[config.mk]
export PLATFORM = sky130hd
export DESIGN_NAME = mpc_pwm
export DESIGN_NICKNAME = d
export VERILOG_FILES = /design/src/mpc_pkg.sv /design/src/mpc_pwm.sv
export SDC_FILE = /design/constraint.sdc
export NUM_CORES = 1
export LEC_CHECK = 0
export BUFFER_PORTS_ARGS = -buffer_cell sky130_fd_sc_hd__buf_2
export CAP_MARGIN = 20
export CORE_UTILIZATION = 28
export CTS_CLUSTER_DIAMETER = 30
export DETAILED_ROUTE_END_ITERATION = 8
export SYNTH_ARGS = -nofsm -noshare
export SYNTH_HDL_FRONTEND = slang
export SYNTH_SLANG_ARGS = --single-unit
export TNS_END_PERCENT = 5
[constraint.sdc]
create_clock -name ref_clk -period 60.7 [get_ports ref_clk]
set_clock_uncertainty 0.1 [all_clocks]
set_input_delay 9.105 -clock ref_clk [delete_from_list [all_inputs] [get_ports ref_clk]]
set_output_delay 9.105 -clock ref_clk [all_outputs]
set_load 0.005 [all_outputs]
[src/mpc_pkg.sv]
// Package with register map, field layout and timing constants of the motor PWM block
// ==========================================================================
package mpc_pkg;
   // ==========================================================================
   // Register byte addresses
   localparam logic [7:0] MPC_ADR_CCC = 8'h00;
   localparam logic [7:0] MPC_ADR_PWMC = 8'h04;
   localparam logic [7:0] MPC_ADR_REP = 8'h08;
   localparam logic [7:0] MPC_ADR_CMPW = 8'h0C;
   localparam logic [7:0] MPC_ADR_CTRL = 8'h10;
   localparam logic [7:0] MPC_ADR_CMPU = 8'h14;
   localparam logic [7:0] MPC_ADR_CMPV = 8'h18;
   // ==========================================================================
   // Field positions
   localparam int MPC_BEMF_BIT = 7;
   localparam int MPC_CUR_BIT = 6;
   localparam int MPC_CSEL_BIT = 5;
   localparam int MPC_CHOP_LSB = 3;
   localparam int MPC_FREQ_LSB = 0;
   localparam int MPC_LAYOUT_BIT = 7;
   localparam int MPC_FORCE_LSB = 4;
   localparam int MPC_ALIGN_BIT = 3;
   localparam int MPC_PSC_LSB = 0;
   localparam int MPC_CKE_BIT = 0;
   localparam int MPC_UIE_BIT = 1;
   localparam int MPC_EXT_BIT = 7;
   // ==========================================================================
   // Reset values and counter top
   localparam logic [7:0] MPC_RST_BYTE = 8'h00;
   localparam logic [7:0] MPC_RST_REP = 8'h00;
   localparam logic [7:0] MPC_CNT_TOP = 8'hFF;
   // ==========================================================================
   // Timing: peripheral clock and chopper half-period in cycles
   localparam int MPC_CLK_HZ = 20_000_000;
   typedef enum logic [1:0] {MPC_UP = 2'b01, MPC_DOWN = 2'b10} mpc_dir_e;
   // Half period rounds down; a whole toggle pair keeps duty at exactly 50%
   function automatic logic [7:0] mpc_chop_half(input logic [2:0] sel);
      int hz;
      case (sel)
         3'h0: hz = 100_000;
         3'h1: hz = 200_000;
         3'h2: hz = 400_000;
         3'h3: hz = 500_000;
         3'h4: hz = 800_000;
         3'h5: hz = 1_000_000;
         3'h6: hz = 1_333_333;
         default: hz = 2_000_000;
      endcase
      return 8'(MPC_CLK_HZ / (2 * hz));
   endfunction
endpackage

[src/mpc_pwm.sv]
// Three-phase PWM generator with chopper, prescaler and repetition-paced updates
//
// Our own choices: the register addresses and register access over Wishbone.
`timescale 1ns/100ps
module mpc_pwm
   import mpc_pkg::*;
(
   // Clock and reset
   input wire logic ref_clk,
   input wire logic rst_n,
   // Wishbone classic slave
   input wire logic cyc_i,
   input wire logic stb_i,
   input wire logic we_i,
   input wire logic [7:0] adr_i,
   input wire logic [3:0] sel_i,
   input wire logic [31:0] dat_i,
   output logic [31:0] dat_o,
   output logic ack_o,
   // Analog comparator results
   input wire logic bemf_comparator_in,
   input wire logic cmp_amplifier_output,
   input wire logic cmp_current_input_direct,
   output logic current_input_select,
   // Inverter drive and update request
   output logic [2:0] pwm_high_o,
   output logic [2:0] pwm_low_o,
   output logic update_irq_o
);
   // ==========================================================================
   // Registers
   logic [2:0] chop_freq_sel_q, chop_freq_sel_d;
   logic [1:0] chop_mode_q, chop_mode_d;
   logic csel_q, csel_d;
   logic compare_layout_sel_q, compare_layout_sel_d;
   logic [2:0] force_pre_q, force_pre_d;
   logic counter_align_sel_q, counter_align_sel_d;
   logic [2:0] counter_prescale_q, counter_prescale_d;
   logic [7:0] repeat_value_q, repeat_value_d;
   logic [7:0] rep_act_q, rep_act_d;
   logic [7:0] rep_cnt_q, rep_cnt_d;
   logic [7:0] cmp_pre_q [3], cmp_pre_d [3];
   logic [7:0] cmp_act_q [3], cmp_act_d [3];
   logic [2:0] force_act_q, force_act_d;
   logic cke_q, cke_d, uie_q, uie_d, cke_dly_q;
   logic [2:0] psc_q, psc_d;
   logic [7:0] cnt_q, cnt_d;
   mpc_dir_e dir_q, dir_d;
   logic [7:0] chop_cnt_q, chop_cnt_d;
   logic chop_q, chop_d;
   logic ack_q, irq_q;
   logic [31:0] dat_q, dat_d;
   logic [2:0] pwm_hi_q, pwm_lo_q;

   // ==========================================================================
   // Bus decode
   wire bus_req = cyc_i & stb_i & ~ack_q;
   wire wr_lane = bus_req & we_i & sel_i[0];
   wire wr_ccc = wr_lane & (adr_i == MPC_ADR_CCC);
   wire wr_pwmc = wr_lane & (adr_i == MPC_ADR_PWMC);
   wire wr_rep = wr_lane & (adr_i == MPC_ADR_REP);
   wire wr_ctrl = wr_lane & (adr_i == MPC_ADR_CTRL);
   wire [2:0] wr_cmp = {wr_lane & (adr_i == MPC_ADR_CMPW),
                        wr_lane & (adr_i == MPC_ADR_CMPV),
                        wr_lane & (adr_i == MPC_ADR_CMPU)};
   wire [7:0] wb = dat_i[7:0];
   // Register carries U in its top force bit; phase index 0 is U everywhere else
   wire [2:0] wr_force = {wb[MPC_FORCE_LSB], wb[MPC_FORCE_LSB + 1], wb[MPC_FORCE_LSB + 2]};

   // Current comparator source select and its result
   wire cur_state = csel_q ? cmp_current_input_direct : cmp_amplifier_output;
   assign current_input_select = csel_q;

   // ==========================================================================
   // Counter timing: prescaler tick, boundaries, update event
   wire tick = cke_q & (psc_q == counter_prescale_q);
   wire edge_end = tick & ~counter_align_sel_q & (cnt_q == MPC_CNT_TOP);
   wire ctr_turn_up = tick & counter_align_sel_q & (dir_q == MPC_UP) & (cnt_q == MPC_CNT_TOP);
   wire ctr_turn_dn = tick & counter_align_sel_q & (dir_q == MPC_DOWN) & (cnt_q == 8'h00);
   // Center mode counts both turns, so one repetition step is half a period
   wire boundary = edge_end | ctr_turn_up | ctr_turn_dn;
   wire cke_rise = cke_q & ~cke_dly_q;
   wire upd = cke_rise | (boundary & (rep_cnt_q == 8'h00));

   // Prescaler and PWM counter
   always_comb begin
      psc_d = psc_q;
      cnt_d = cnt_q;
      dir_d = dir_q;
      if (!cke_q) begin
         psc_d = 3'h0;
      end else if (tick) begin
         psc_d = 3'h0;
      end else begin
         psc_d = psc_q + 3'h1;
      end
      if (tick) begin
         case (dir_q)
            MPC_UP: begin
               if (counter_align_sel_q && cnt_q == MPC_CNT_TOP) begin
                  dir_d = MPC_DOWN;
                  cnt_d = cnt_q - 8'h01;
               end else begin
                  cnt_d = cnt_q + 8'h01;
               end
            end
            MPC_DOWN: begin
               // Edge mode always climbs, even if it was left while counting down
               if (cnt_q == 8'h00 || !counter_align_sel_q) begin
                  dir_d = MPC_UP;
                  cnt_d = cnt_q + 8'h01;
               end else begin
                  cnt_d = cnt_q - 8'h01;
               end
            end
            default: dir_d = MPC_UP;
         endcase
      end
   end

   // ==========================================================================
   // Repetition counter: preload written by software, active loaded on update
   always_comb begin
      repeat_value_d = wr_rep ? wb : repeat_value_q;
      rep_act_d = rep_act_q;
      rep_cnt_d = rep_cnt_q;
      if (upd) begin
         rep_act_d = repeat_value_q;
         rep_cnt_d = repeat_value_q;
      end else if (boundary) begin
         rep_cnt_d = rep_cnt_q - 8'h01;
      end
   end

   // Compare preloads and force bits move to active on update
   always_comb begin
      force_act_d = upd ? force_pre_q : force_act_q;
      force_pre_d = upd ? 3'h0 : force_pre_q;
      // A software write in the update cycle is kept for the next update
      if (wr_pwmc) begin
         force_pre_d = wr_force;
      end
      for (int i = 0; i < 3; i++) begin
         cmp_pre_d[i] = wr_cmp[i] ? wb : cmp_pre_q[i];
         cmp_act_d[i] = upd ? cmp_pre_q[i] : cmp_act_q[i];
      end
   end

   // Plain control fields
   always_comb begin
      chop_freq_sel_d = wr_ccc ? wb[MPC_FREQ_LSB +: 3] : chop_freq_sel_q;
      chop_mode_d = wr_ccc ? wb[MPC_CHOP_LSB +: 2] : chop_mode_q;
      csel_d = wr_ccc ? wb[MPC_CSEL_BIT] : csel_q;
      compare_layout_sel_d = wr_pwmc ? wb[MPC_LAYOUT_BIT] : compare_layout_sel_q;
      counter_align_sel_d = wr_pwmc ? wb[MPC_ALIGN_BIT] : counter_align_sel_q;
      counter_prescale_d = wr_pwmc ? wb[MPC_PSC_LSB +: 3] : counter_prescale_q;
      cke_d = wr_ctrl ? wb[MPC_CKE_BIT] : cke_q;
      uie_d = wr_ctrl ? wb[MPC_UIE_BIT] : uie_q;
   end

   // ==========================================================================
   // Chopper: toggles every half period so duty stays 50% at any frequency
   wire [7:0] chop_half = mpc_chop_half(chop_freq_sel_q);
   always_comb begin
      chop_cnt_d = chop_cnt_q + 8'h01;
      chop_d = chop_q;
      if (chop_cnt_q >= chop_half - 8'h01) begin
         chop_cnt_d = 8'h00;
         chop_d = ~chop_q;
      end
      // Restart on a config write so the running half is timed afresh at the new rate
      if (wr_ccc) begin
         chop_cnt_d = 8'h00;
         chop_d = chop_q;
      end
   end

   // Phase duty: compare layout 0 uses bit 7 as a full-duty extension bit; layout 1 compares the whole byte
   logic [2:0] phase_on;
   always_comb begin
      for (int i = 0; i < 3; i++) begin
         if (force_act_q[i]) begin
            phase_on[i] = 1'b1;
         end else if (compare_layout_sel_q) begin
            phase_on[i] = cnt_q < cmp_act_q[i];
         end else begin
            phase_on[i] = cmp_act_q[i][MPC_EXT_BIT] | (cnt_q < {cmp_act_q[i][6:0], 1'b0});
         end
      end
   end
   wire hi_gate = ~chop_mode_q[1] | chop_q;
   wire lo_gate = ~chop_mode_q[0] | chop_q;
   wire [2:0] pwm_hi_d = (cke_q ? phase_on : 3'h0) & {3{hi_gate}};
   wire [2:0] pwm_lo_d = (cke_q ? ~phase_on : 3'h0) & {3{lo_gate}};

   // ==========================================================================
   // Read mux: repetition and compare registers return their active copy; force bits return their preload
   always_comb begin
      dat_d = 32'h0000_0000;
      case (adr_i)
         MPC_ADR_CCC: begin
            dat_d[7:0] = {bemf_comparator_in, cur_state, csel_q, chop_mode_q,
                          chop_freq_sel_q};
         end
         MPC_ADR_PWMC: begin
            dat_d[7:0] = {compare_layout_sel_q, force_pre_q[0], force_pre_q[1], force_pre_q[2],
                          counter_align_sel_q,
                          counter_prescale_q};
         end
         MPC_ADR_REP: dat_d[7:0] = rep_act_q;
         MPC_ADR_CMPU: dat_d[7:0] = cmp_act_q[0];
         MPC_ADR_CMPV: dat_d[7:0] = cmp_act_q[1];
         MPC_ADR_CMPW: dat_d[7:0] = cmp_act_q[2];
         MPC_ADR_CTRL: dat_d[7:0] = {6'h00, uie_q, cke_q};
         default: dat_d = 32'h0000_0000;
      endcase
   end

   // ==========================================================================
   // Flip-flops
   always_ff @(posedge ref_clk or negedge rst_n) begin
      if (!rst_n) begin
         chop_freq_sel_q <= 3'h0;
         chop_mode_q <= 2'h0;
         csel_q <= 1'b0;
         compare_layout_sel_q <= 1'b0;
         force_pre_q <= 3'h0;
         counter_align_sel_q <= 1'b0;
         counter_prescale_q <= 3'h0;
         cke_q <= 1'b0;
         uie_q <= 1'b0;
         cke_dly_q <= 1'b0;
      end else begin
         chop_freq_sel_q <= chop_freq_sel_d;
         chop_mode_q <= chop_mode_d;
         csel_q <= csel_d;
         compare_layout_sel_q <= compare_layout_sel_d;
         force_pre_q <= force_pre_d;
         counter_align_sel_q <= counter_align_sel_d;
         counter_prescale_q <= counter_prescale_d;
         cke_q <= cke_d;
         uie_q <= uie_d;
         cke_dly_q <= cke_q;
      end
   end

   // Counting and update state
   always_ff @(posedge ref_clk or negedge rst_n) begin
      if (!rst_n) begin
         repeat_value_q <= MPC_RST_REP;
         rep_act_q <= MPC_RST_REP;
         rep_cnt_q <= MPC_RST_REP;
         force_act_q <= 3'h0;
         psc_q <= 3'h0;
         cnt_q <= 8'h00;
         dir_q <= MPC_UP;
         chop_cnt_q <= 8'h00;
         chop_q <= 1'b0;
         cmp_pre_q <= '{3{MPC_RST_BYTE}};
         cmp_act_q <= '{3{MPC_RST_BYTE}};
      end else begin
         repeat_value_q <= repeat_value_d;
         rep_act_q <= rep_act_d;
         rep_cnt_q <= rep_cnt_d;
         force_act_q <= force_act_d;
         psc_q <= psc_d;
         cnt_q <= cnt_d;
         dir_q <= dir_d;
         chop_cnt_q <= chop_cnt_d;
         chop_q <= chop_d;
         cmp_pre_q <= cmp_pre_d;
         cmp_act_q <= cmp_act_d;
      end
   end

   // Bus answer and outputs; ack one cycle after the request, then drops
   always_ff @(posedge ref_clk or negedge rst_n) begin
      if (!rst_n) begin
         ack_q <= 1'b0;
         dat_q <= 32'h0000_0000;
         irq_q <= 1'b0;
         pwm_hi_q <= 3'h0;
         pwm_lo_q <= 3'h0;
      end else begin
         ack_q <= bus_req;
         dat_q <= bus_req ? dat_d : dat_q;
         irq_q <= upd & uie_q;
         pwm_hi_q <= pwm_hi_d;
         pwm_lo_q <= pwm_lo_d;
      end
   end
   assign ack_o = ack_q;
   assign dat_o = dat_q;
   assign update_irq_o = irq_q;
   assign pwm_high_o = pwm_hi_q;
   assign pwm_low_o = pwm_lo_q;

   wire rd_ccc = bus_req & ~we_i & (adr_i == MPC_ADR_CCC);
   wire rd_rep = bus_req & ~we_i & (adr_i == MPC_ADR_REP);
   wire rd_cmpw = bus_req & ~we_i & (adr_i == MPC_ADR_CMPW);
endmodule

* Word level (Yosys, flattened, before mapping)
Cells that the tools add are included.
W data, S select, Z words.
** Word-level totals
- Register bits after elaboration :: 130
- Bits of input ports :: 52
- Output and inout bits :: 41
** Cells by class
- $add $sub $neg :: 6
- Div/mod/pow operators :: 1
- $lt $le $gt $ge :: 7
- Equality and inequality tests :: 18
- Multiplexer cells :: 25
- Bitwise operators :: 40
- Reduce and logical (&&, ||, !) cells :: 13
** Operators with widths (number)
- $pmux W21 S7 :: 1
- $pmux W8 S7 :: 1
- $lt A8 B8 Y1 :: 6
- $mux W8 :: 6
- $div A26 B32 Y32 const A :: 1
- $eq A8 B5 Y1 const B :: 3
- $logic_not A8 Y1 :: 3
- $sub A8 B1 Y8 const B :: 3
- $and A1 B1 Y1 :: 22
- $mux W3 :: 6
- $add A8 B1 Y8 const B :: 2
- $eq A8 B4 Y1 const B :: 2
- $pmux W8 S2 :: 1
- $eq A3 B3 Y1 const B :: 3
- $eq A8 B3 Y1 const B :: 1
- $eq A8 B8 Y1 const B :: 1
- $ge A8 B8 Y1 :: 1
- $or A1 B1 Y1 :: 8
- $mux W1 :: 7
- $not A1 Y1 :: 7
- $and A3 B3 Y3 :: 2
- $eq A3 B2 Y1 const B :: 2
- $reduce_bool A2 Y1 :: 3
- $mux W2 :: 2
- other kinds (14) :: 16

* Logic depth before layout (Yosys ltp)
Gate-level depths: netlist (run 1).
- Depth after elaboration :: 11
- Mapped depth :: 279

* Worst setup path before layout (run 1)
OpenSTA, ideal clock, no wires.
- Kind :: register to register
- Start point :: register chop_freq_sel_q[2]
- End point :: register chop_q
- Setup time :: 128 ps
- Arrival time :: 51092 ps
- Setup slack :: 9380 ps
- Stages on the path, launching flop included :: 264
- Period minus slack after synthesis :: 51320 ps
- Cells stage by stage :: dfrtp_1 -> buf_2 -> and3b_1 -> buf_2 -> clkbuf_1 -> buf_1 -> nor2_1 -> ha_1 -> o211a_1 -> a211oi_1 -> o31a_1 -> or4b_1 -> inv_1 -> ha_1 -> o211ai_1 -> a22oi_1 -> nand3_1 -> nand2_1 -> (+228 left out) -> nand2_1 -> o21bai_1 -> a31oi_1 -> a32oi_1 -> nor4_2 -> ha_1 -> ha_1 -> a21oi_1 -> nor2b_1 -> o21ai_0 -> nand2b_1 -> a21oi_1 -> nor2b_1 -> o21ai_0 -> nand2b_1 -> a21oi_1 -> a21oi_1 -> xor2_1
** On the way
- Word-level cells in the longest chain between the ends :: 6
- Elaborated cells on any way between the ends :: 12
- Those cells by class :: 1 x add/sub; 1 x div; 1 x order compare; 6 x eq/ne; 1 x mux; 2 x reduce/logical
** Ends and longest elaborated chain
- from (decl) :: RTL line mpc_pwm.sv:32 : logic [2:0] chop_freq_sel_q, chop_freq_sel_d;
- from (signal assigned) :: RTL line mpc_pwm.sv:234 : chop_freq_sel_q <= chop_freq_sel_d;
- $eq A3 B3 Y1 (tied with other cells) :: RTL line mpc_pkg.sv:39 : case (sel)
- $pmux W21 S7 * :: RTL line mpc_pkg.sv:39
- $div A26 B32 Y32 * :: RTL line mpc_pkg.sv:49 : return 8'(MPC_CLK_HZ / (2 * hz));
- $sub A8 B1 Y8 * :: RTL line mpc_pwm.sv:167 : if (chop_cnt_q >= chop_half - 8'h01) begin
- $ge A8 B8 Y1 * :: RTL line mpc_pwm.sv:167
- $reduce_and A2 Y1 (no line) *
- to (signal assigned) :: RTL line mpc_pwm.sv:270 : chop_q <= chop_d;
- to (decl) :: RTL line mpc_pwm.sv:50 : logic chop_q, chop_d;
Every way passes the cells marked *; elsewhere a longest branch is shown, timed or not.
A chain may end at the register's enable or synchronous reset.

* Final worst setup path (run 1)
- Start point :: register chop_freq_sel_q[1]
- End point :: register chop_cnt_q[7]
** On the way
- Word-level cells in the longest chain between the ends :: 7
- Elaborated cells on any way between the ends :: 13
- Those cells by class :: 1 x add/sub; 1 x div; 1 x order compare; 6 x eq/ne; 3 x mux; 1 x reduce/logical
** Ends and longest elaborated chain
- $eq A3 B3 Y1 (tied with other cells) :: RTL line mpc_pkg.sv:39
- $pmux W21 S7 * :: RTL line mpc_pkg.sv:39
- $div A26 B32 Y32 * :: RTL line mpc_pkg.sv:49
- $sub A8 B1 Y8 * :: RTL line mpc_pwm.sv:167
- $ge A8 B8 Y1 * :: RTL line mpc_pwm.sv:167
- $mux W8 * :: RTL line mpc_pwm.sv:167
- $mux W8 * :: RTL line mpc_pwm.sv:172 : if (wr_ccc) begin
- named net chop_cnt_d[7] :: RTL line mpc_pwm.sv:49 : logic [7:0] chop_cnt_q, chop_cnt_d;
- to (signal assigned) :: RTL line mpc_pwm.sv:269 : chop_cnt_q <= chop_cnt_d;
- to (decl) :: RTL line mpc_pwm.sv:49
Mark *: on every way through the listed nets, which the timed path passes. The rest lies on a longest branch.

==> impl_summary.log, run 1 <==
[metrics] fin area: 25100 um2
[metrics] share of cells above drive strength 1: 10.5%
[metrics] leading cell type in the layout, fill and taps excluded: sky130_fd_sc_hd__ha_1
[metrics] setup slack of the worst register-to-register path: 3.89 ns
[metrics] count of final hold-check violations: 0
[metrics] Hold Path Class: reg -> reg
[metrics] net count reported at finish: 3392
[metrics] commonest cells after routing, fill and taps aside: sky130_fd_sc_hd__ha_1 (315), sky130_fd_sc_hd__nand2_1 (279), sky130_fd_sc_hd__a21oi_1 (256), sky130_fd_sc_hd__nor2_1 (251), sky130_fd_sc_hd__o21ai_0 (215)
[metrics] data arrival time of the critical path: 57.06 ns
[metrics] synth unique cells: 114
[metrics] final-report setup violation count: 0
[metrics] worst-path fanout max: 27
[metrics] most prevalent standard cell on the critical path: sky130_fd_sc_hd__a21oi_1
[metrics] initial antenna violation count: 1
[metrics] outcome: finished, final reports clean
[metrics] wire length of the first global-routing pass: 121 mm
[metrics] floorplan die width: 288 um
[metrics] initial standard-cell utilization of the core: 28.4%
[metrics] RSZ-0062 raised after global routing: false
[metrics] ys async rst share: 100%
[metrics] final sum of negative setup slack: 0 ns
[metrics] TritonCTS Sinks: 130
[metrics] clock transition at the registers of the reported paths: 0.06 ns
[metrics] HPWL Detailed: 58.9 mm
[metrics] Area contributors post-synth: sky130_fd_sc_hd__ha_1 (17%), sky130_fd_sc_hd__dfrtp_1 (14%), sky130_fd_sc_hd__a21oi_1 (5.7%)
[metrics] final worst path period share: 93.6%
[metrics] count of yosys warnings during synthesis: 0
[metrics] worst setup path endpoint: chop_cnt_q[7]$_DFF_PN0_
[metrics] clock period minus final worst setup slack: 56.81 ns
[metrics] maximum achievable frequency: 17.6 MHz
[metrics] most area-hungry cell type in the Yosys netlist: sky130_fd_sc_hd__ha_1
[metrics] number of enable-type register cells in the synthesized netlist: 0
[metrics] total cell area at the placement stage: 24500 um2
[metrics] Via Count: 23.0k
[metrics] Seq cells post-synth: 130
[metrics] Critical Path RT: 60.95 ns
[metrics] Rel. slew slack: 20.2%
[metrics] count of hold-fix buffers inserted at cts: 0
[metrics] GR Util All Layers: 18.5%
[metrics] fraction of the yosys area taken by sequential cells: 14.2%
[metrics] area of the mapped netlist: 22900 um2
[metrics] crit path from: chop_freq_sel_q[1]$_DFFE_PN0P_
[metrics] ports placed on the boundary: 93
[metrics] fillcell total: 8673
[metrics] DRC errors left: 0
[metrics] Startpoint Class: flip-flop
[metrics] routed wire length: 78.2 mm
[metrics] vias in the first global route: 21.4k
[metrics] Largest stage delay, worst path: 0.64 ns
[metrics] total count of max-transition violations in the final report: 0
[metrics] post-detailed-route wirelength per cell: 19.1 um
[metrics] relative area change from synthesis to final layout: 9.58%
[metrics] aggregate global routing overflow: 0
[metrics] drt via density: 5.62
[metrics] maximum number of pins on one net before global-route repair: 72
[metrics] length in cells of the worst reg-to-reg path: 247
[metrics] max-cap viol count: 0
[metrics] master of the slowest instance on the critical path: sky130_fd_sc_hd__a211oi_1
[metrics] Floorplan Core Area: 80700 um2
[metrics] starting DRC count in detailed routing: 1816
[metrics] measured slew at the worst slew-check pin: 1.19 ns
[metrics] die area: 82900 um2
[metrics] site row count: 104
[metrics] worst reg2reg startpoint: chop_freq_sel_q[1]$_DFFE_PN0P_
[metrics] Worst-Skew Late Latency: 0.43 ns
[metrics] CTS tree: yes
[metrics] H-tree Lvls: 4
[metrics] First-pass DRT Iterations: 8
[metrics] Worst setup EP type: flip-flop
[metrics] # port buffers: 41
[metrics] chip height: 288 um
[metrics] mean cell area of the mapped netlist: 7.67 um2
[metrics] gate count of the mapped netlist: 2985
[metrics] worst flop-to-flop path endpoint: chop_cnt_q[7]$_DFF_PN0_
[metrics] number of cells on the worst hold path: 2
[metrics] clock tree root driver cell: sky130_fd_sc_hd__clkbuf_16
[metrics] Top FF cell, synth: sky130_fd_sc_hd__dfrtp_1
[metrics] start-to-end type of the worst setup path: reg -> reg
[metrics] share of the synthesized area in the top cell type: 17.3%
[metrics] maximum buffer depth of the clock tree: 2
[metrics] Placer Congestion: 0.938
[metrics] number of buffers inserted during clock tree synthesis: 17
[metrics] number of antenna-violating nets in the routed design: 0
worst min-delay path by stage:
stage / from / end / slack [ns]
3_5_place_dp: cmp_pre_q[4]$_DFFE_PN0P_ / cmp_act_q[4]$_DFFE_PN0P_ / 0.36
5_1_grt: cmp_pre_q[15]$_DFFE_PN0P_ / cmp_act_q[15]$_DFFE_PN0P_ / 0.40
2_1_floorplan: force_act_q[1]$_DFFE_PN0P_ / pwm_low_o[1]$_DFF_PN0_ / 0.33
4_1_cts: cmp_pre_q[4]$_DFFE_PN0P_ / cmp_act_q[4]$_DFFE_PN0P_ / 0.38
3_3_place_gp: cmp_pre_q[6]$_DFFE_PN0P_ / cmp_act_q[6]$_DFFE_PN0P_ / 0.35
6_report: dat_o[2]$_DFFE_PN0P_ / dat_o[2]$_DFFE_PN0P_ / 0.37
critical path, delay by kind of cell, from the launching register on:
| kind | cells | cell delay [ns] |
|---|---|---|
| flip-flops | 1 | 0.43 |
| XOR/XNOR | 1 | 0.16 |
| AND/OR/NAND/NOR | 63 | 12.63 |
| AO/OA/AOI/OAI | 139 | 30.30 |
| multiplexers | 6 | 2.22 |
| adder cells (fa/ha/maj) | 23 | 7.64 |
| buffers and inverters | 15 | 3.06 |
cells in the mapped netlist, types with 16 or more instances:
master                     count
sky130_fd_sc_hd__o21ai_0     215
sky130_fd_sc_hd__o21bai_1     18
sky130_fd_sc_hd__nor3_1       43
sky130_fd_sc_hd__and3_1       28
sky130_fd_sc_hd__xor2_1       69
sky130_fd_sc_hd__o21ai_1      26
sky130_fd_sc_hd__nor2_1      254
sky130_fd_sc_hd__a21oi_1     261
sky130_fd_sc_hd__o211ai_1     21
sky130_fd_sc_hd__ha_1        316
sky130_fd_sc_hd__nand2b_1     60
sky130_fd_sc_hd__nand4_1      33
sky130_fd_sc_hd__clkbuf_1     78
sky130_fd_sc_hd__buf_4        29
sky130_fd_sc_hd__nor2b_1      46
sky130_fd_sc_hd__o21a_1       64
sky130_fd_sc_hd__inv_1       103
sky130_fd_sc_hd__and2_1       20
sky130_fd_sc_hd__nand3_1      59
sky130_fd_sc_hd__a21o_1      101
sky130_fd_sc_hd__mux2_2       98
sky130_fd_sc_hd__o31ai_1      21
sky130_fd_sc_hd__a31oi_1      42
sky130_fd_sc_hd__or3_1        19
sky130_fd_sc_hd__mux2i_1      28
sky130_fd_sc_hd__xnor2_1     120
sky130_fd_sc_hd__nor4_1       16
sky130_fd_sc_hd__nand2_1     279
sky130_fd_sc_hd__a211oi_1     31
sky130_fd_sc_hd__dfrtp_1     129
metrics by stage:
stage	worst slack, ns	utilization (%)	hold slack, ns	instances
2_1_floorplan	9.38	-	0.331	3019
3_3_place_gp	4.11	30.4	0.354	4059
3_5_place_dp	4.08	30.4	0.361	4059
4_1_cts	3.76	31.0	0.378	4091
5_1_grt	0.0509	31.1	0.404	4092
6_report	3.89	31.1	0.374	4093
registers in the layout, indices dropped and copies added, names as in the netlist, 8 cells and up:
name / flops
rep_cnt_q: 8
chop_cnt_q: 8
repeat_value_q: 8
cmp_pre_q: 24
rep_act_q: 8
dat_o: 8
cmp_act_q: 24
cnt_q: 8
cells by family after synthesis:
family                   count (synthesis)  share of synthesized area (%)
flip-flops                             130                           14.2
multiplexers                           130                           6.29
AO/OA/AOI/OAI                         1029                           29.7
other                                    2                         0.0328
XOR/XNOR                               189                           7.23
AND/OR/NAND/NOR                        949                           20.4
buffers and inverters                  235                           4.40
adder cells (fa/ha/maj)                321                           17.7
metal layers:
metal	global-route usage [%]	part of all wire, %	wire [um]
met3	2.53	6.7	5260
met1	25.3	46	35600
met5	0	0.017	13
met4	6.81	3.4	2690
met2	29.2	44	34700
cell type report:
type / count / area (um2) / area share, %
antenna: 1 / 2.50 / 0.00997
multi-input combinational: 2654 / 18800 / 75.1
inverter: 107 / 402 / 1.60
tap: 1060 / 1330 / 5.28
clock inverter: 10 / 80.1 / 0.319
sequential: 130 / 3250 / 13.0
clock buffer: 22 / 454 / 1.81
timing repair buffer: 109 / 727 / 2.90
timing repair:
item,in CTS,in global routing
setup endpoints to repair,0,9
buffers inserted,0,0
resized for setup,0,5
Power of run 1 is not shown: default switching activity piles up to over one toggle a cycle in this logic, so the estimate is an artifact.
==> run 2: changes to the inputs <==
--- a/config.mk
+++ b/config.mk
@@ -5,11 +5,13 @@
 export SDC_FILE = /design/constraint.sdc
 export NUM_CORES = 1
 export LEC_CHECK = 0
+export ABC_CLOCK_PERIOD_IN_PS = 60700
 export BUFFER_PORTS_ARGS = -buffer_cell sky130_fd_sc_hd__buf_2
 export CAP_MARGIN = 20
 export CORE_UTILIZATION = 28
 export CTS_CLUSTER_DIAMETER = 30
 export DETAILED_ROUTE_END_ITERATION = 8
+export REMOVE_ABC_BUFFERS = 1
 export SYNTH_ARGS = -nofsm -noshare
 export SYNTH_HDL_FRONTEND = slang
 export SYNTH_SLANG_ARGS = --single-unit
==> run 2 against run 1 <==
Critical path depth increased by 3. Wire length down 0.38%. First-iteration DRC count is 1.7% higher. Design area hardly changed. Largest cell class unchanged. Count of clock-buffer cells in the layout down 4. Fmax is 0.17% lower. Register-to-register slack got worse by 0.096 ns. Via count grew 0.20%. Hold slack worse by 0.0019 ns.
==> impl_summary.log, run 2 (synthesis gave the netlist of run 1 again) <==
[metrics] relative area change from synthesis to final layout: 9.65% (about the same)
[metrics] multi-input logic area: 18900 um2 (+0.20%)
[metrics] Startpoint Class: flip-flop
[metrics] floorplan die width: 288 um (unchanged)
[metrics] post-detailed-route wirelength per cell: 19.1 um (about the same)
[metrics] GR Util All Layers: 18.4% (-0.021 points)
[metrics] Rel. slew slack: 20.2% (-0.067 points)
[metrics] routed wire length: 78.0 mm (-0.38%)
[metrics] most prevalent standard cell on the critical path: sky130_fd_sc_hd__a21oi_1
[metrics] Final Core Density: 31.1% (about the same)
[metrics] Placer Congestion: 0.920 (-1.9%)
[metrics] start-to-end type of the worst setup path: reg -> reg
[metrics] final sum of negative setup slack: 0 ns (unchanged)
[metrics] Critical Path RT: 60.95 ns (about the same)
[metrics] max-cap viol count: 0 (unchanged)
[metrics] number of buffers inserted during clock tree synthesis: 17 (unchanged)
[metrics] master of the slowest instance on the critical path: sky130_fd_sc_hd__a211oi_1
[metrics] Worst-Skew Late Latency: 0.42 ns (about the same)
[metrics] net count reported at finish: 3381 (-0.32%)
[metrics] vias in the first global route: 21.6k (+1.0%)
[metrics] aggregate global routing overflow: 0 (unchanged)
[metrics] buffers and inverters on the worst path: 12 (-3)
[metrics] die area: 82900 um2 (unchanged)
[metrics] starting DRC count in detailed routing: 1846 (+1.7%)
[metrics] Top Registers: cmp_act_q x24, cmp_pre_q x24
[metrics] share of cells above drive strength 1: 10.5% (about the same)
[metrics] antenna cell count: 0 (-1)
[metrics] Worst setup EP type: flip-flop
[metrics] clock period minus final worst setup slack: 56.91 ns (+0.0962 ns)
[metrics] ports placed on the boundary: 93 (unchanged)
[metrics] clock tree root driver cell: sky130_fd_sc_hd__clkbuf_16
[metrics] wire length of the first global-routing pass: 122 mm (+0.34%)
[metrics] measured slew at the worst slew-check pin: 1.19 ns (-0.000951 ns)
[metrics] final-report setup violation count: 0 (unchanged)
[metrics] # port buffers: 41 (unchanged)
[metrics] leading cell type in the layout, fill and taps excluded: sky130_fd_sc_hd__ha_1
[metrics] maximum number of pins on one net before global-route repair: 88 (+22%)
[metrics] First-pass DRT Iterations: 7 (-1)
[metrics] site row count: 104 (unchanged)
[metrics] met3 capacity usage during global routing: 2.85% (+0.32 points)
[metrics] TritonCTS Sinks: 130 (unchanged)
[metrics] WHS: 0.372 ns (-0.00186 ns)
[metrics] Largest stage delay, worst path: 0.73 ns (+0.09 ns)
[metrics] total count of max-transition violations in the final report: 0 (unchanged)
[metrics] maximum buffer depth of the clock tree: 2 (unchanged)
[metrics] initial standard-cell utilization of the core: 28.4% (unchanged)
[metrics] fillcell total: 8723 (+0.58%)
[metrics] initial antenna violation count: 0 (-1)
[metrics] storage element area: 3250 um2 (unchanged)
[metrics] HPWL Detailed: 58.1 mm (-1.3%)
[metrics] most heavily used metal layer in global routing: met2
[metrics] RSZ-0062 raised after global routing: false
[metrics] final worst path period share: 93.8% (+0.16 points)
[metrics] count of hold-fix buffers inserted at cts: 0 (unchanged)
[metrics] worst-path fanout max: 23 (-15%)
[metrics] fin area: 25100 um2 (about the same)
[metrics] outcome: finished, final reports clean
[metrics] commonest cells after routing, fill and taps aside: sky130_fd_sc_hd__ha_1 (315), sky130_fd_sc_hd__nand2_1 (279), sky130_fd_sc_hd__a21oi_1 (256), sky130_fd_sc_hd__nor2_1 (251), sky130_fd_sc_hd__o21ai_0 (215)
[metrics] CTS tree: yes
[metrics] total cell area at the placement stage: 24400 um2 (-0.31%)
[metrics] drt via density: 5.65 (+0.49%)
[metrics] number of antenna-violating nets in the routed design: 0 (unchanged)
[metrics] data arrival time of the critical path: 57.16 ns (+0.10 ns)
[metrics] Floorplan Core Area: 80700 um2 (unchanged)
[metrics] maximum achievable frequency: 17.6 MHz (-0.17%)
[metrics] DRC errors left: 0 (unchanged)
[metrics] chip height: 288 um (unchanged)
[metrics] count of final hold-check violations: 0 (unchanged)
[metrics] met2 Usage GRT: 29.1% (-0.14 points)
[metrics] critical path's top delay family: compound AO/OA/AOI/OAI gates
[metrics] met1 track demand over resource: 25.1% (-0.23 points)
[metrics] Via Count: 23.1k (+0.20%)
[metrics] clock transition at the registers of the reported paths: 0.06 ns (about the same)
[metrics] Hold Path Class: reg -> reg
[metrics] H-tree Lvls: 4 (unchanged)
[run 2: cell type report]
type	instances	share of cell area, %
clock buffer	18	1.75
clock inverter	14	0.653
inverter	107	1.60
multi-input combinational	2654	75.2
sequential	130	13.0
tap	1060	5.28
timing repair buffer	98	2.55
[run 2: worst register-to-register path: cells and delay by family (launching register included)]
family	cells	cell delay (ns)
flops	1	0.34
fa+ha+maj	23	7.62
xor+xnor	1	0.17
buf+inv	12	2.10
simple gates	67	13.82
mux	4	1.51
compound gates	143	31.16
[run 2: metal layers]
| layer | up-vias | share of wire, % | wire, um |
|---|---|---|---|
| met4 | 0 | 4.0 | 3090 |
| met5 | - | 0 | 0 |
| met3 | 174 | 7.1 | 5500 |
| li1 | 11100 | - | - |
| met1 | 10900 | 45 | 35400 |
| met2 | 792 | 44 | 34000 |
[run 2: repair_timing]
item | in CTS | in global routing
endpoints found under the setup margin | 0 | 9
buffers inserted | 0 | 0
gates resized for setup | 0 | 11
[run 2: path summary, 6_finish.rpt]
path                                                      from                        end  slack [ns]  depth (start not counted)
worst max-delay path            chop_freq_sel_q[1]$_DFFE_PN0P_    chop_cnt_q[2]$_DFF_PN0_        3.79                        250
worst min-delay path                 cmp_pre_q[10]$_DFFE_PN0P_  cmp_act_q[10]$_DFFE_PN0P_        0.37                          2
worst max register to register  chop_freq_sel_q[1]$_DFFE_PN0P_    chop_cnt_q[2]$_DFF_PN0_        3.79                        250
worst min register to register       cmp_pre_q[10]$_DFFE_PN0P_  cmp_act_q[10]$_DFFE_PN0P_        0.37                          2
max in group asynchronous                                rst_n   cmp_act_q[1]$_DFFE_PN0P_       50.74                          2
min in group asynchronous                                rst_n     update_irq_o$_DFF_PN0_        8.65                          1
[run 2: stage by stage]
stage / std cells / setup slack [ns]
final: 4081 / 3.79
after global routing: 4081 / 0.0300
after CTS: 4080 / 2.81
after floorplan: 2891 / 7.97
after global placement: 4048 / 3.19
after detailed placement: 4048 / 3.00
Power of run 2 is left out for the same reason.
==> run 3: changes to the inputs <==
--- a/config.mk
+++ b/config.mk
@@ -9,9 +9,12 @@
 export BUFFER_PORTS_ARGS = -buffer_cell sky130_fd_sc_hd__buf_2
 export CAP_MARGIN = 20
 export CORE_UTILIZATION = 28
+export CTS_BUF_LIST = sky130_fd_sc_hd__clkbuf_4 sky130_fd_sc_hd__clkbuf_8
 export CTS_CLUSTER_DIAMETER = 30
 export DETAILED_ROUTE_END_ITERATION = 8
+export HOLD_SLACK_MARGIN = 0.05
 export REMOVE_ABC_BUFFERS = 1
+export SETUP_SLACK_MARGIN = 0.1
 export SYNTH_ARGS = -nofsm -noshare
 export SYNTH_HDL_FRONTEND = slang
 export SYNTH_SLANG_ARGS = --single-unit
==> run 3 against run 2 <==
Fmax hardly changed. Global-route usage is essentially flat. Largest cell class unchanged. Critical path depth unchanged. Setup slack gained 0.018 ns. Flip-flop and latch count unchanged.
==> impl_summary.log, run 3 (synthesis gave the netlist of run 1 again) <==
[metrics] outcome: finished, final reports clean
[metrics] worst hold path startpoint: cmp_pre_q[11]$_DFFE_PN0P_
[metrics] routed wire length: 77.7 mm (-0.28%)
[metrics] number of cells on the worst hold path: 2 (unchanged)
[metrics] total count of max-transition violations in the final report: 0 (unchanged)
[metrics] post-detailed-route wirelength per cell: 19.0 um (-0.28%)
[metrics] setup fix buffers added after clock tree synthesis: 0 (unchanged)
[metrics] drt via density: 5.65 (+0.10%)
[metrics] storage element area: 3250 um2 (unchanged)
[metrics] start-to-end type of the worst setup path: reg -> reg
[metrics] HPWL Detailed: 58.1 mm (unchanged)
[metrics] TritonCTS Sinks: 130 (unchanged)
[metrics] chip height: 288 um (unchanged)
[metrics] aggregate global routing overflow: 0 (unchanged)
[metrics] Non-Filler Instances: 4081 (unchanged)
[metrics] site row count: 104 (unchanged)
[metrics] initial standard-cell utilization of the core: 28.4% (unchanged)
[metrics] WHS: 0.368 ns (-0.00359 ns)
[metrics] Floorplan Core Area: 80700 um2 (unchanged)
[metrics] Setup Slack @ Placement: 3.00 ns (unchanged)
[metrics] antenna cell count: 0 (unchanged)
[metrics] number of buffers inserted during clock tree synthesis: 17 (unchanged)
[metrics] worst-path fanout max: 23 (unchanged)
[metrics] final sum of negative setup slack: 0 ns (unchanged)
[metrics] number of cells after detailed placement: 4048 (unchanged)
[metrics] final setup slack of the worst path: 3.81 ns (+0.0182 ns)
[metrics] worst reg2reg startpoint: chop_freq_sel_q[1]$_DFFE_PN0P_
[metrics] ports placed on the boundary: 93 (unchanged)
[metrics] Startpoint Class: flip-flop
[metrics] maximum buffer depth of the clock tree: 2 (unchanged)
[metrics] worst flop-to-flop path endpoint: chop_cnt_q[2]$_DFF_PN0_
[metrics] floorplan die width: 288 um (unchanged)
[metrics] clock period minus final worst setup slack: 56.89 ns (-0.0182 ns)
[metrics] multi-input logic area: 18900 um2 (unchanged)
[metrics] maximum achievable frequency: 17.6 MHz (about the same)
[metrics] Top Registers: cmp_act_q x24, cmp_pre_q x24
[metrics] max-cap viol count: 0 (unchanged)
[metrics] die area: 82900 um2 (unchanged)
[metrics] First-pass DRT Iterations: 8 (+1)
[metrics] Critical Path RT: 60.98 ns (+0.03 ns)
[metrics] Via Count: 23.1k (+0.10%)
[metrics] RSZ-0062 raised after global routing: false
[metrics] CTS tree: yes
[metrics] data arrival time of the critical path: 57.17 ns (about the same)
[metrics] worst hold endpoint: cmp_act_q[11]$_DFFE_PN0P_
[metrics] leading cell type in the layout, fill and taps excluded: sky130_fd_sc_hd__ha_1
[metrics] vias in the first global route: 21.6k (-0.19%)
[metrics] commonest cells after routing, fill and taps aside: sky130_fd_sc_hd__ha_1 (315), sky130_fd_sc_hd__nand2_1 (279), sky130_fd_sc_hd__a21oi_1 (256), sky130_fd_sc_hd__nor2_1 (251), sky130_fd_sc_hd__o21ai_0 (215)
[metrics] relative area change from synthesis to final layout: 8.82%
[metrics] Largest stage delay, worst path: 0.71 ns (-0.02 ns)
[metrics] H-tree Lvls: 4 (unchanged)
[metrics] length in cells of the worst reg-to-reg path: 250 (unchanged)
[metrics] maximum number of pins on one net before global-route repair: 88 (unchanged)
[metrics] Rel. slew slack: 23.1% (+3.0 points)
[metrics] master of the slowest instance on the critical path: sky130_fd_sc_hd__a211oi_1
[metrics] initial antenna violation count: 0 (unchanged)
[metrics] starting DRC count in detailed routing: 1785 (-3.3%)
[metrics] count of final hold-check violations: 0 (unchanged)
[metrics] DRC errors left: 0 (unchanged)
[metrics] number of antenna-violating nets in the routed design: 0 (unchanged)
[metrics] # port buffers: 41 (unchanged)
[metrics] setup slack of the worst register-to-register path: 3.81 ns (+0.02 ns)
[metrics] Placer Congestion: 0.920 (unchanged)
[metrics] net count reported at finish: 3381 (unchanged)
[metrics] most prevalent standard cell on the critical path: sky130_fd_sc_hd__a21oi_1
[metrics] share of cells above drive strength 1: 10.5% (unchanged)
[metrics] clock tree root driver cell: sky130_fd_sc_hd__clkbuf_8
[metrics] Worst setup EP type: flip-flop
[metrics] wire length of the first global-routing pass: 121 mm (-0.19%)
[metrics] clock transition at the registers of the reported paths: 0.08 ns (+0.02 ns)
[metrics] GR Util All Layers: 18.4% (-0.046 points)
[metrics] Hold Path Class: reg -> reg
[metrics] final-report setup violation count: 0 (unchanged)
[metrics] Worst-Skew Late Latency: 0.45 ns (+0.03 ns)
[metrics] fillcell total: 8759 (+0.41%)
[metrics] measured slew at the worst slew-check pin: 1.15 ns (-0.0445 ns)
[metrics] final worst path period share: 93.7% (about the same)
[run 3: cell counts in the layout (fill, tap and decap cells not counted)]
No cell type changed its count.
[run 3: worst max-delay path: cells and delay by family, from the launching register on]
family	cells	cell delay, ns
fa+ha+maj	23	7.68
simple gates	67	13.70
flops	1	0.34
buf+inv	12	2.10
mux	4	1.50
compound gates	143	31.09
xor+xnor	1	0.18
[run 3: worst max-delay path by stage]
stage / from / endpoint / slack, ns / cells after the start
6_report: chop_freq_sel_q[1]$_DFFE_PN0P_ / chop_cnt_q[2]$_DFF_PN0_ / 3.81 / 250
5_1_grt: chop_freq_sel_q[1]$_DFFE_PN0P_ / chop_cnt_q[2]$_DFF_PN0_ / 0.03 / 251
4_1_cts: chop_freq_sel_q[1]$_DFFE_PN0P_ / chop_cnt_q[2]$_DFF_PN0_ / 2.81 / 251
3_5_place_dp: chop_freq_sel_q[1]$_DFFE_PN0P_ / chop_cnt_q[2]$_DFF_PN0_ / 3.00 / 251
3_3_place_gp: chop_freq_sel_q[1]$_DFFE_PN0P_ / chop_cnt_q[7]$_DFF_PN0_ / 3.19 / 251
2_1_floorplan: chop_freq_sel_q[2]$_DFFE_PN0P_ / chop_q$_DFFE_PN0P_ / 7.97 / 242
[run 3: cell type report]
cell class,instances,share of cell area [%]
timing repair buffer,98,2.57
sequential,130,13.1
multi-input combinational,2654,75.8
tap,1060,5.32
inverter,107,1.61
clock inverter,14,0.658
clock buffer,18,0.994
[run 3: per-stage QoR]
step | cell area (um2) | utilization (%)
6_report | 24900 | 30.9
5_1_grt | 24900 | 30.9
4_1_cts | 24900 | 30.8
3_5_place_dp | 24400 | 30.3
3_3_place_gp | 24400 | 30.3
2_1_floorplan | 22400 | -
[run 3: repair_timing]
item	CTS	global route
resized for setup	0	11
setup endpoints to repair	0	9
hold buffers	0	0
[run 3: routing by layer]
| layer | global-route usage (%) | routed length [um] | vias up |
|---|---|---|---|
| li1 | - | - | 11100 |
| met5 | 0 | 0 | - |
| met1 | 25.0 | 35100 | 10900 |
| met4 | 7.05 | 3050 | 0 |
| met3 | 2.69 | 5740 | 170 |
| met2 | 29.1 | 33900 | 818 |
Power of run 3 is left out for the same reason.
